`src/core/sscr_pkg.sv`:
```
// Package: register map, defaults and sync timing constants for sscr block
package sscr_pkg;
	// Register offsets, serial address space
	localparam logic [7:0] OFS_SOFT_RESET = 8'h10;
	localparam logic [7:0] OFS_OUT_ENABLE = 8'h11;
	localparam logic [7:0] OFS_SYNC_CFG = 8'h12;
	localparam logic [7:0] OFS_SYNC_POL = 8'h13;
	localparam logic [7:0] OFS_CLK_HOLD = 8'h14;
	localparam logic [7:0] OFS_CORE_RUN = 8'h15;
	localparam logic [7:0] OFS_OSC_RUN = 8'h16;
	localparam logic [7:0] OFS_FACTORY = 8'h17;
	localparam logic [7:0] OFS_UPD_LINE = 8'h18;
	localparam logic [7:0] OFS_UPD_HOLD = 8'h19;
	localparam logic [7:0] OFS_GPO = 8'h1A;
	localparam logic [7:0] OFS_ROLE = 8'h20;
	localparam logic [7:0] OFS_FL_POL = 8'h21;
	localparam logic [7:0] OFS_EDGE_POS = 8'h22;
	// Serial word layout: address first, then data, LSB first
	localparam int ADDR_W = 8;
	localparam int DATA_W = 28;
	localparam int WORD_W = ADDR_W + DATA_W;
	// Field positions
	localparam int EXT_SEL_BIT = 0;
	localparam int TEST_A_LSB = 1;
	localparam int TEST_A_MSB = 7;
	localparam int SRC_LSB = 8;
	localparam int SRC_MSB = 9;
	localparam int TEST_B_MSB = 8;
	localparam int UPD_MSB = 11;
	localparam int LS_POS_MSB = 12;
	localparam int FS_POS_LSB = 13;
	localparam int FS_POS_MSB = 24;
	// Reset values
	localparam logic RST_EXT_SEL = 1'h1;
	localparam logic [1:0] RST_SRC = 2'h0;
	localparam logic [11:0] RST_UPD_LINE = 12'h000;
	localparam logic [24:0] RST_EDGE_POS = 25'h0000000;
	// Sync pin source selector
	typedef enum logic [1:0] {
		SRC_CLAMP = 2'h0,
		SRC_PREBLANK = 2'h1,
		SRC_GPO = 2'h2,
		SRC_SHUTTER = 2'h3
	} sscr_src_t;
	// Master timing frame, in pixel clocks and lines
	localparam logic [12:0] PIX_PER_LINE = 13'h0C80;
	localparam logic [11:0] LINES_PER_FIELD = 12'h20D;
	localparam logic [12:0] LS_WIDTH = 13'h0010;
	localparam logic [11:0] FS_WIDTH = 12'h003;
endpackage

```
`src/core/sscr_if.sv`:
```
// Interfaces: serial write port and sync timing link inside the block
`timescale 1ns/10ps
interface sscr_wr_if;
	logic wr_valid; // One-cycle pulse per complete serial word
	logic [7:0] wr_addr;
	logic [27:0] wr_data;
	modport rx (output wr_valid, output wr_addr, output wr_data);
	modport regs (input wr_valid, input wr_addr, input wr_data);
endinterface
interface sscr_tim_if;
	logic master; // 1 device drives frame/line sync
	logic fl_pol; // Active level of frame/line sync
	logic [12:0] ls_pos; // Line sync rising pixel
	logic [11:0] fs_pos; // Frame sync rising line
	logic run; // Counters advance
	logic resync; // External sync active: restart timing
	logic frame_edge; // Pulse at frame sync rise
	logic line_edge; // Pulse at line sync rise
	logic [11:0] line_cnt; // Lines since frame sync
	logic fs_act; // Generated frame sync active
	logic ls_act; // Generated line sync active
	modport regs (output master, output fl_pol, output ls_pos, output fs_pos,
		output run, output resync, input frame_edge, input line_edge,
		input line_cnt, input fs_act, input ls_act);
	modport gen (input master, input fl_pol, input ls_pos, input fs_pos,
		input run, input resync, output frame_edge, output line_edge,
		output line_cnt, output fs_act, output ls_act);
endinterface

```
`src/core/sscr_serial_rx.sv`:
```
// Three-wire serial receiver: shifts address and data, commits on load rise
`timescale 1ns/10ps
module sscr_serial_rx (
	input wire logic core_clk,
	input wire logic reset,
	input wire logic ser_clk,
	input wire logic ser_data,
	input wire logic ser_load_n,
	sscr_wr_if.rx wr
);
	typedef struct packed {
		logic [2:0] s1; // First sync stage, read only by s2
		logic [2:0] s2; // Second sync stage
		logic [2:0] prev; // Delayed s2 for edge detect
		logic [35:0] shift; // Incoming word, LSB first
		logic [5:0] cnt; // Bits taken, saturating
		logic valid;
		logic [7:0] addr;
		logic [27:0] data;
	} sscr_rx_t;
	sscr_rx_t st_ff, nxt_st;
	// Pins cross into core_clk; sample on resolved edges
	always_comb begin
		nxt_st = st_ff;
		nxt_st.s1 = {ser_load_n, ser_data, ser_clk};
		nxt_st.s2 = st_ff.s1;
		nxt_st.prev = st_ff.s2;
		nxt_st.valid = 1'b0;
		// Clock rise inside an active frame shifts one bit
		if (!st_ff.s2[2] && st_ff.s2[0] && !st_ff.prev[0]) begin
			nxt_st.shift = {st_ff.s2[1], st_ff.shift[35:1]};
			if (st_ff.cnt != 6'h3F) begin
				nxt_st.cnt = st_ff.cnt + 6'h01;
			end
		end
		// Load rise ends the frame; short or long words are dropped
		if (st_ff.s2[2] && !st_ff.prev[2]) begin
			nxt_st.cnt = 6'h00;
			if (st_ff.cnt == 6'(sscr_pkg::WORD_W)) begin
				nxt_st.valid = 1'b1;
				nxt_st.addr = st_ff.shift[7:0];
				nxt_st.data = st_ff.shift[35:8];
			end
		end
		// Idle line holds counter clear
		if (st_ff.s2[2] && st_ff.prev[2]) begin
			nxt_st.cnt = 6'h00;
		end
	end
	// State register
	always_ff @(posedge core_clk) begin
		if (reset) begin
			st_ff <= '0;
		end else begin
			st_ff <= nxt_st;
		end
	end
	assign wr.wr_valid = st_ff.valid;
	assign wr.wr_addr = st_ff.addr;
	assign wr.wr_data = st_ff.data;
endmodule // sscr_serial_rx

```
`src/core/sscr_sync_gen.sv`:
```
// Frame/line sync generator (master) and sync edge tracker (slave)
`timescale 1ns/10ps
module sscr_sync_gen (
	input wire logic core_clk,
	input wire logic reset,
	input wire logic fs_pin_i,
	input wire logic ls_pin_i,
	sscr_tim_if.gen tim
);
	typedef struct packed {
		logic [1:0] s1; // First sync stage of frame/line pins
		logic [1:0] s2;
		logic [12:0] pix; // Master pixel counter
		logic [11:0] line; // Master line counter
		logic fs_a; // Active-high frame sync, either role
		logic ls_a; // Active-high line sync, either role
		logic fs_d;
		logic ls_d;
		logic [11:0] lcnt; // Lines since last frame edge
	} sscr_gen_t;
	sscr_gen_t st_ff, nxt_st;
	logic [12:0] pix_off;
	logic [11:0] line_off;
	logic fs_edge;
	logic ls_edge;
	// Distance past programmed rise positions
	assign pix_off = st_ff.pix - tim.ls_pos;
	assign line_off = st_ff.line - tim.fs_pos;
	assign fs_edge = st_ff.fs_a && !st_ff.fs_d;
	assign ls_edge = st_ff.ls_a && !st_ff.ls_d;
	// Next-state logic
	always_comb begin
		nxt_st = st_ff;
		nxt_st.s1 = {fs_pin_i, ls_pin_i};
		nxt_st.s2 = st_ff.s1;
		nxt_st.fs_d = st_ff.fs_a;
		nxt_st.ls_d = st_ff.ls_a;
		if (tim.master) begin
			// Sync is gated by run, so suspend forces both syncs inactive
			if (tim.resync) begin
				nxt_st.pix = '0;
				nxt_st.line = '0;
			end else if (tim.run) begin
				if (st_ff.pix == sscr_pkg::PIX_PER_LINE - 13'h0001) begin
					nxt_st.pix = '0;
					nxt_st.line = (st_ff.line == sscr_pkg::LINES_PER_FIELD -
						12'h001) ? 12'h000 : st_ff.line + 12'h001;
				end else begin
					nxt_st.pix = st_ff.pix + 13'h0001;
				end
			end
			nxt_st.ls_a = tim.run && pix_off < sscr_pkg::LS_WIDTH;
			// One rise per field: from the line sync rise of the
			// programmed line to the same pixel FS_WIDTH lines on,
			// so the line count sees a single frame edge
			nxt_st.fs_a = tim.run && ((line_off != 12'h000 &&
				line_off < sscr_pkg::FS_WIDTH) ||
				(line_off == 12'h000 && st_ff.pix >= tim.ls_pos) ||
				(line_off == sscr_pkg::FS_WIDTH &&
				st_ff.pix < tim.ls_pos));
		end else begin
			// Host drives; fold polarity into active-high
			nxt_st.fs_a = st_ff.s2[1] ~^ tim.fl_pol;
			nxt_st.ls_a = st_ff.s2[0] ~^ tim.fl_pol;
		end
		// Field line count from sync edges, common to both roles
		if (fs_edge) begin
			nxt_st.lcnt = '0;
		end else if (ls_edge) begin
			nxt_st.lcnt = st_ff.lcnt + 12'h001;
		end
	end
	// State register
	always_ff @(posedge core_clk) begin
		if (reset) begin
			st_ff <= '0;
		end else begin
			st_ff <= nxt_st;
		end
	end
	assign tim.frame_edge = fs_edge;
	assign tim.line_edge = ls_edge;
	assign tim.line_cnt = st_ff.lcnt;
	assign tim.fs_act = st_ff.fs_a;
	assign tim.ls_act = st_ff.ls_a;
endmodule // sscr_sync_gen

```
`src/core/sscr_top.sv`:
```
// System control and frame/line sync register bank with pin muxing
//
// Behaviour
// - Soft reset restores all registers, self-clears
// - Outputs inactive until enabled, then next frame
// - External sync pin input with selectable polarity
// - Otherwise pin drives selected internal signal
// - Clock hold suspends clocks during sync active
// - Timing core held in reset while run=0
// - Oscillator driver powered down while run=0
// - Update line picks transfer line in field
// - Update hold blocks pending register transfers
// - Pin drives general output, changes at frame
// - Role bit master/slave, polarity bit level
// - Master line sync rises at programmed pixel
// - Master frame sync rises at programmed line
`timescale 1ns/10ps
module sscr_top (
	input wire logic core_clk,
	input wire logic reset,
	input wire logic ser_clk,
	input wire logic ser_data,
	input wire logic ser_load_n,
	input wire logic sync_pin_i,
	output logic sync_pin_o,
	output logic sync_pin_oe,
	input wire logic fs_pin_i,
	output logic fs_pin_o,
	output logic fs_pin_oe,
	input wire logic ls_pin_i,
	output logic ls_pin_o,
	output logic ls_pin_oe,
	input wire logic black_clamp_pulse,
	input wire logic pre_blank_pulse,
	input wire logic shutter_test_out,
	output logic outputs_live,
	output logic clk_suspend,
	output logic timing_core_rst,
	output logic osc_power_down,
	output logic [11:0] field_line
);
	// Whole register bank plus pin state
	typedef struct packed {
		logic soft_reset_trigger; // One-cycle, self-clearing
		logic oe_pend; // Frame-updated output enable
		logic oe_act;
		logic live; // Outputs released at frame edge
		logic external_sync_select;
		logic [6:0] factory_test_a;
		logic [1:0] sync_pin_source_sel;
		logic sync_pin_polarity;
		logic clock_hold_on_sync;
		logic timing_core_run;
		logic oscillator_run;
		logic [8:0] factory_test_b;
		logic [11:0] upd_pend; // Frame-updated update line
		logic [11:0] upd_act;
		logic update_hold;
		logic gpo_pend;
		logic gpo_act;
		logic gpo_out; // Pin value, moves on frame edge
		logic master;
		logic frame_line_sync_polarity;
		logic [24:0] edge_pend;
		logic [24:0] edge_act;
		logic sp_s1; // Sync pin first stage
		logic sp_s2;
		logic sp_o;
		logic fs_o;
		logic ls_o;
	} sscr_state_t;

	sscr_state_t st_ff, nxt_st, dflt;
	sscr_wr_if wr ();
	sscr_tim_if tim ();
	logic ext_active; // External sync asserted, active-high
	logic upd_now; // Transfer pending frame-updated values
	logic pin_sel_val; // Internal signal routed to sync pin

	// Reset image of every register
	function automatic sscr_state_t reset_image();
		sscr_state_t r;
		r = '0;
		r.external_sync_select = sscr_pkg::RST_EXT_SEL;
		r.sync_pin_source_sel = sscr_pkg::RST_SRC;
		r.upd_pend = sscr_pkg::RST_UPD_LINE;
		r.upd_act = sscr_pkg::RST_UPD_LINE;
		r.edge_pend = sscr_pkg::RST_EDGE_POS;
		r.edge_act = sscr_pkg::RST_EDGE_POS;
		return r;
	endfunction

	// Active level with programmable polarity
	function automatic logic to_pin(input logic act, input logic pol);
		return act ~^ pol;
	endfunction

	assign dflt = reset_image();

	// Serial port receiver
	sscr_serial_rx u_rx (
		.core_clk(core_clk),
		.reset(reset),
		.ser_clk(ser_clk),
		.ser_data(ser_data),
		.ser_load_n(ser_load_n),
		.wr(wr.rx)
	);

	// Frame/line timing
	sscr_sync_gen u_gen (
		.core_clk(core_clk),
		.reset(reset),
		.fs_pin_i(fs_pin_i),
		.ls_pin_i(ls_pin_i),
		.tim(tim.gen)
	);

	// Sync pin as input only when external sync selected
	assign ext_active = st_ff.external_sync_select &&
		(st_ff.sp_s2 ~^ st_ff.sync_pin_polarity);

	// Transfer at chosen line unless held
	assign upd_now = tim.line_edge && !st_ff.update_hold &&
		(tim.line_cnt == st_ff.upd_act);

	// Timing link configuration; positions from active copies
	assign tim.master = st_ff.master;
	assign tim.fl_pol = st_ff.frame_line_sync_polarity;
	// Positions move only at the line sync edge of the update line
	assign tim.ls_pos = st_ff.edge_act[sscr_pkg::LS_POS_MSB:0];
	assign tim.fs_pos =
		st_ff.edge_act[sscr_pkg::FS_POS_MSB:sscr_pkg::FS_POS_LSB];
	// Core stops while in reset or suspended during sync
	assign tim.run = st_ff.timing_core_run && !clk_suspend;
	assign tim.resync = ext_active;

	// Source mux for sync pin when used as output
	always_comb begin
		unique case (sscr_pkg::sscr_src_t'(st_ff.sync_pin_source_sel))
			sscr_pkg::SRC_CLAMP: pin_sel_val = black_clamp_pulse;
			sscr_pkg::SRC_PREBLANK: pin_sel_val = pre_blank_pulse;
			sscr_pkg::SRC_GPO: pin_sel_val = st_ff.gpo_out;
			sscr_pkg::SRC_SHUTTER: pin_sel_val = shutter_test_out;
		endcase
	end

	// Next state: writes, transfers, pins
	always_comb begin
		nxt_st = st_ff;
		nxt_st.soft_reset_trigger = 1'b0;
		nxt_st.sp_s1 = sync_pin_i;
		nxt_st.sp_s2 = st_ff.sp_s1;

		// Immediate-update registers take the write at once
		if (wr.wr_valid) begin
			unique case (wr.wr_addr)
				sscr_pkg::OFS_SOFT_RESET:
					nxt_st.soft_reset_trigger = wr.wr_data[0];
				sscr_pkg::OFS_OUT_ENABLE: nxt_st.oe_pend = wr.wr_data[0];
				sscr_pkg::OFS_SYNC_CFG: begin
					nxt_st.external_sync_select =
						wr.wr_data[sscr_pkg::EXT_SEL_BIT];
					// Stored only; the host keeps these zero
					nxt_st.factory_test_a = wr.wr_data[
						sscr_pkg::TEST_A_MSB:sscr_pkg::TEST_A_LSB];
					nxt_st.sync_pin_source_sel =
						wr.wr_data[sscr_pkg::SRC_MSB:sscr_pkg::SRC_LSB];
				end
				sscr_pkg::OFS_SYNC_POL:
					nxt_st.sync_pin_polarity = wr.wr_data[0];
				sscr_pkg::OFS_CLK_HOLD:
					nxt_st.clock_hold_on_sync = wr.wr_data[0];
				sscr_pkg::OFS_CORE_RUN:
					nxt_st.timing_core_run = wr.wr_data[0];
				sscr_pkg::OFS_OSC_RUN: nxt_st.oscillator_run = wr.wr_data[0];
				sscr_pkg::OFS_FACTORY:
					nxt_st.factory_test_b =
						wr.wr_data[sscr_pkg::TEST_B_MSB:0];
				sscr_pkg::OFS_UPD_LINE:
					nxt_st.upd_pend = wr.wr_data[sscr_pkg::UPD_MSB:0];
				sscr_pkg::OFS_UPD_HOLD: nxt_st.update_hold = wr.wr_data[0];
				sscr_pkg::OFS_GPO: nxt_st.gpo_pend = wr.wr_data[0];
				sscr_pkg::OFS_ROLE: nxt_st.master = wr.wr_data[0];
				sscr_pkg::OFS_FL_POL:
					nxt_st.frame_line_sync_polarity = wr.wr_data[0];
				sscr_pkg::OFS_EDGE_POS:
					nxt_st.edge_pend = wr.wr_data[sscr_pkg::FS_POS_MSB:0];
				// Unmapped addresses are ignored
				default: nxt_st.soft_reset_trigger = 1'b0;
			endcase
		end

		// Frame-updated registers copy pending to active
		if (upd_now) begin
			nxt_st.oe_act = st_ff.oe_pend;
			nxt_st.upd_act = st_ff.upd_pend;
			nxt_st.gpo_act = st_ff.gpo_pend;
			nxt_st.edge_act = st_ff.edge_pend;
		end

		// Outputs go live only on a frame edge, drop at once
		if (!st_ff.oe_act) begin
			nxt_st.live = 1'b0;
		end else if (tim.frame_edge) begin
			nxt_st.live = 1'b1;
		end

		// General output value moves on the frame edge
		if (tim.frame_edge) begin
			nxt_st.gpo_out = st_ff.gpo_act;
		end

		// Pin drive, parked at inactive level while not live
		nxt_st.sp_o = st_ff.live ? pin_sel_val : 1'b0;
		nxt_st.fs_o = to_pin(st_ff.live && tim.fs_act,
			st_ff.frame_line_sync_polarity);
		nxt_st.ls_o = to_pin(st_ff.live && tim.ls_act,
			st_ff.frame_line_sync_polarity);

		// Soft reset wipes the bank in the cycle after the write
		if (st_ff.soft_reset_trigger) begin
			nxt_st = dflt;
			nxt_st.sp_s1 = sync_pin_i;
			nxt_st.sp_s2 = st_ff.sp_s1;
		end
	end

	// State register
	always_ff @(posedge core_clk) begin
		if (reset) begin
			st_ff <= reset_image();
		end else begin
			st_ff <= nxt_st;
		end
	end

	// Pin enables follow configuration directly
	// Enables are not gated by live, so a pin never floats while
	// its role is output; only its level is parked
	assign sync_pin_oe = !st_ff.external_sync_select;
	assign sync_pin_o = st_ff.sp_o;
	assign fs_pin_oe = st_ff.master;
	assign ls_pin_oe = st_ff.master;
	assign fs_pin_o = st_ff.fs_o;
	assign ls_pin_o = st_ff.ls_o;
	assign outputs_live = st_ff.live;
	// Suspend only while hold enabled and sync active
	assign clk_suspend = st_ff.clock_hold_on_sync && ext_active;
	assign timing_core_rst = !st_ff.timing_core_run;
	assign osc_power_down = !st_ff.oscillator_run;
	assign field_line = tim.line_cnt;
endmodule // sscr_top

```
`config.mk`:
```
export PLATFORM = sky130hd
export DESIGN_NAME = sscr_top
export DESIGN_NICKNAME = d
export VERILOG_FILES = /design/src/core/sscr_pkg.sv /design/src/core/sscr_if.sv /design/src/core/sscr_serial_rx.sv /design/src/core/sscr_sync_gen.sv /design/src/core/sscr_top.sv
export SDC_FILE = /design/constraint.sdc
export NUM_CORES = 1
export LEC_CHECK = 0
export ABC_AREA = 1
export BUFFER_PORTS_ARGS = -buffer_cell sky130_fd_sc_hd__buf_2
export CAP_MARGIN = 10
export CORE_UTILIZATION = 50
export DETAILED_ROUTE_END_ITERATION = 10
export PLACE_DENSITY = 0.74
export SKIP_CTS_REPAIR_TIMING = 1
export SLEW_MARGIN = 25
export SYNTH_ARGS = -nofsm -noshare
export SYNTH_HDL_FRONTEND = slang
export SYNTH_SLANG_ARGS = --single-unit
```
`constraint.sdc`:
```
create_clock -name core_clk -period 2.55 [get_ports core_clk]
set_input_delay 0.1275 -clock core_clk [delete_from_list [all_inputs] [get_ports core_clk]]
set_output_delay 0.1275 -clock core_clk [all_outputs]
set_load 0.005 [all_outputs]
```
==> metrics.cfg <==
[synth]
synth_top_area_share_pct=45.2
synth_cell_types=47
synth_edf_count=0
ys_seq_area_share_pct=45.2
syn_nets=1393
syn_inst=1351
yosysWarnings=0
synthArstFlopShare_pct=0
synth_area_leaders=dfxtp_1 45%, o21ai_0 9.4%, a21oi_1 7.9%
synth_top_flop_cell=dfxtp_1
syn-cell-area_sq_um=9960
yosysTopAreaCell=dfxtp_1
avgSynthCellArea_sq_um=7.37
synth-seq-cells=225

[power]
power_density_nw_per_um2=896
ir_drop_uv=541
cellLeakagePower_nw=4.79

[timing]
rsz0062_at_grt=false
setup_viol=0
slew_violations=0
post-route-min-period_ns=2.15
fmax_ghz=0.466
hold_viol_final=0
fin_worst_skew_ns=0.0104
slew-limit-headroom_pct=54.5
period_share_pct=84.2
setup_tns_ns=0
tightestPinTransition_ns=0.680

[floorplan]
initial_core_util_pct=51.2
core-area_sq_um=19500
ios=33
die_h_microns=143
rows=51
die_area_sq_um=20500
die_w_microns=143

[clock_network]
worstSkewPairLatency_ns=0.52
htree_levels=1
clk_path_buf_depth=3
cts_sinks=225
root_buffer=clkbuf_16
path_clk_slew_ns=0.06
cts_inserted_buffers=24
tritoncts=yes

[grt]
grt_start_max_net_pins=72
grt-ovfl-total=0
grt_usage_pct=22.2
antenna_found_initial=0
grt_pass1_vias=7653
grt_pass1_wl_microns=37000

[worst_setup_path]
start_kind=register
crit_arrival_ns=2.59
path_class=reg2reg
cp-end-kind=register
cp_max_fo=5
required_ns=2.99

[placed_design]
dp_hpwl_microns=15900
place.gp.congestion=0.896
place.port_buffers=32
numPlacedInstances=1601

[routing]
drc=0
drt_iter0_markers=616
antenna_left=0
num_vias=8569
via_per_inst=5.18
dr.pass1.iters=5
wire_per_inst_microns=13.4
wirelength_microns=22200

[flow_run]
timing.max_cap.violations=0

[finish]
multiInputGateArea_sq_um=4400
drive_gt1_share_pct=7.56
num-fill-cells=1789
nets=1413
syn_to_final_growth_pct=12.0
diodes=0
instances_no_fill=1653
regArea_sq_um=4500

[status]
outcome=completed

[hold_path]
hold_path_class=in2reg

-- cells in the final DEF (no fill, tap or decap), drive strengths merged, types with 18 or more instances in the layout --
master,instances
a21oi,158
buf,45
clkbuf,36
dfxtp,225
ha,30
inv,199
nand2,165
nand3,35
nand4,18
nor2,177
nor3,30
o21ai,189
-- report_power, final --
| group | internal [W] | switching (W) | leakage [nW] | total [W] |
|---|---|---|---|---|
| Combinational | 0.000913 | 0.00167 | 2.58 | 0.00259 |
| Sequential | 0.00378 | 0.000121 | 1.82 | 0.00390 |
| Clock | 0.00213 | 0.00138 | 0.389 | 0.00352 |
| Total | 0.00683 | 0.00318 | 4.79 | 0.0100 |
-- worst paths after layout --
kind / from / end / slack, ns / cells after the start
max reg2reg: u_gen.st_ff[16]$_SDFFE_PP0P_ / u_gen.tim.fs_act$_SDFF_PP0_ / 0.40 / 14
max: u_gen.st_ff[16]$_SDFFE_PP0P_ / u_gen.tim.fs_act$_SDFF_PP0_ / 0.40 / 14
min reg2reg: u_rx.nxt_st[82]$_SDFF_PP0_ / u_rx.nxt_st[79]$_SDFF_PP0_ / 0.41 / 2
min: sync_pin_i / st_ff[4]$_SDFF_PP0_ / 0.36 / 4
-- synth_stat cells (all sizes together) (5+ instances only) --
cell,number
nor2,177
clkbuf,32
nand4,18
inv,199
nor3,30
a21oi,158
nand3,35
xor2,6
buf,28
dfxtp,225
xnor2,5
nor4,7
or2,6
ha,30
nand2,165
nand3b,5
o21ai,189
a31oi,6
-- per-stage QoR --
step	total power, W	utilization (%)	hold WS (ns)	setup slack, ns	area (sq um)
after global routing	0.0106	57.3	0.348	0.176	11200
after detailed placement	0.00652	52.8	0.333	0.430	10300
after CTS	0.0100	56.9	-0.201	0.409	11100
final	0.0100	57.3	0.356	0.404	11200
after floorplan	0.00596	-	0.234	0.704	9960
after global placement	0.00646	52.8	0.327	0.537	10300
-- registers in the layout (all words and copies together) (netlist names) --
| signal | flops |
|---|---|
| ls_pin_o | 1 |
| u_gen.st_ff | 29 |
| fs_pin_o | 1 |
| u_gen.tim.ls_act | 1 |
| u_gen.tim.fs_act | 1 |
| u_rx.wr.wr_addr | 8 |
| sync_pin_o | 1 |
| u_rx.st_ff | 44 |
| outputs_live | 1 |
| st_ff | 90 |
| u_rx.wr.wr_data | 25 |
| u_gen.tim.line_cnt | 12 |
| u_gen.nxt_st | 2 |
| tim.fl_pol | 1 |
| u_rx.nxt_st | 6 |
| fs_pin_oe | 1 |
| u_rx.wr.wr_valid | 1 |
-- cell families (layout without fill, tap and decap cells) --
family / Yosys count / after routing / share of synthesized area [%]
buffers and inverters: 263 / 300 / 10.7
AO/OA/AOI/OAI: 376 / 376 / 19.9
adder cells (fa/ha/maj): 31 / 31 / 3.97
flip-flops: 225 / 225 / 45.2
AND/OR/NAND/NOR: 445 / 445 / 19.2
XOR/XNOR: 11 / 11 / 0.967
-- layer usage --
layer,share of wire (%),vias to the layer above,global-route usage [%]
li1,-,4457,-
met1,49,3891,31.9
met4,2.0,0,6.11
met2,44,188,34.5
met3,5.4,33,3.02
met5,0,-,0
-- cell type report --
| cell class | count | share of cell area (%) |
|---|---|---|
| Clock inverter | 7 | 1.09 |
| Sequential cell | 225 | 40.4 |
| Clock buffer | 36 | 6.06 |
| Multi-Input combinational cell | 863 | 39.4 |
| Tap cell | 265 | 2.97 |
| Timing Repair Buffer | 54 | 3.23 |
| Inverter | 203 | 6.85 |
-- worst max-delay path, stage by stage (launching register included) --
cell and delay, ns:
dfxtp_1 0.36, inv_1 0.12, ha_1 0.24, fa_1 0.42
inv_1 0.11, nand2_1 0.08, nand3_1 0.09, nand2_1 0.05
nand2_1 0.06, nand3_1 0.07, nor2_1 0.08, nand3_1 0.07
nor2_1 0.11, nand3_1 0.08, a21oi_1 0.14
No activity file was read; power rests on OpenSTA's default activity.
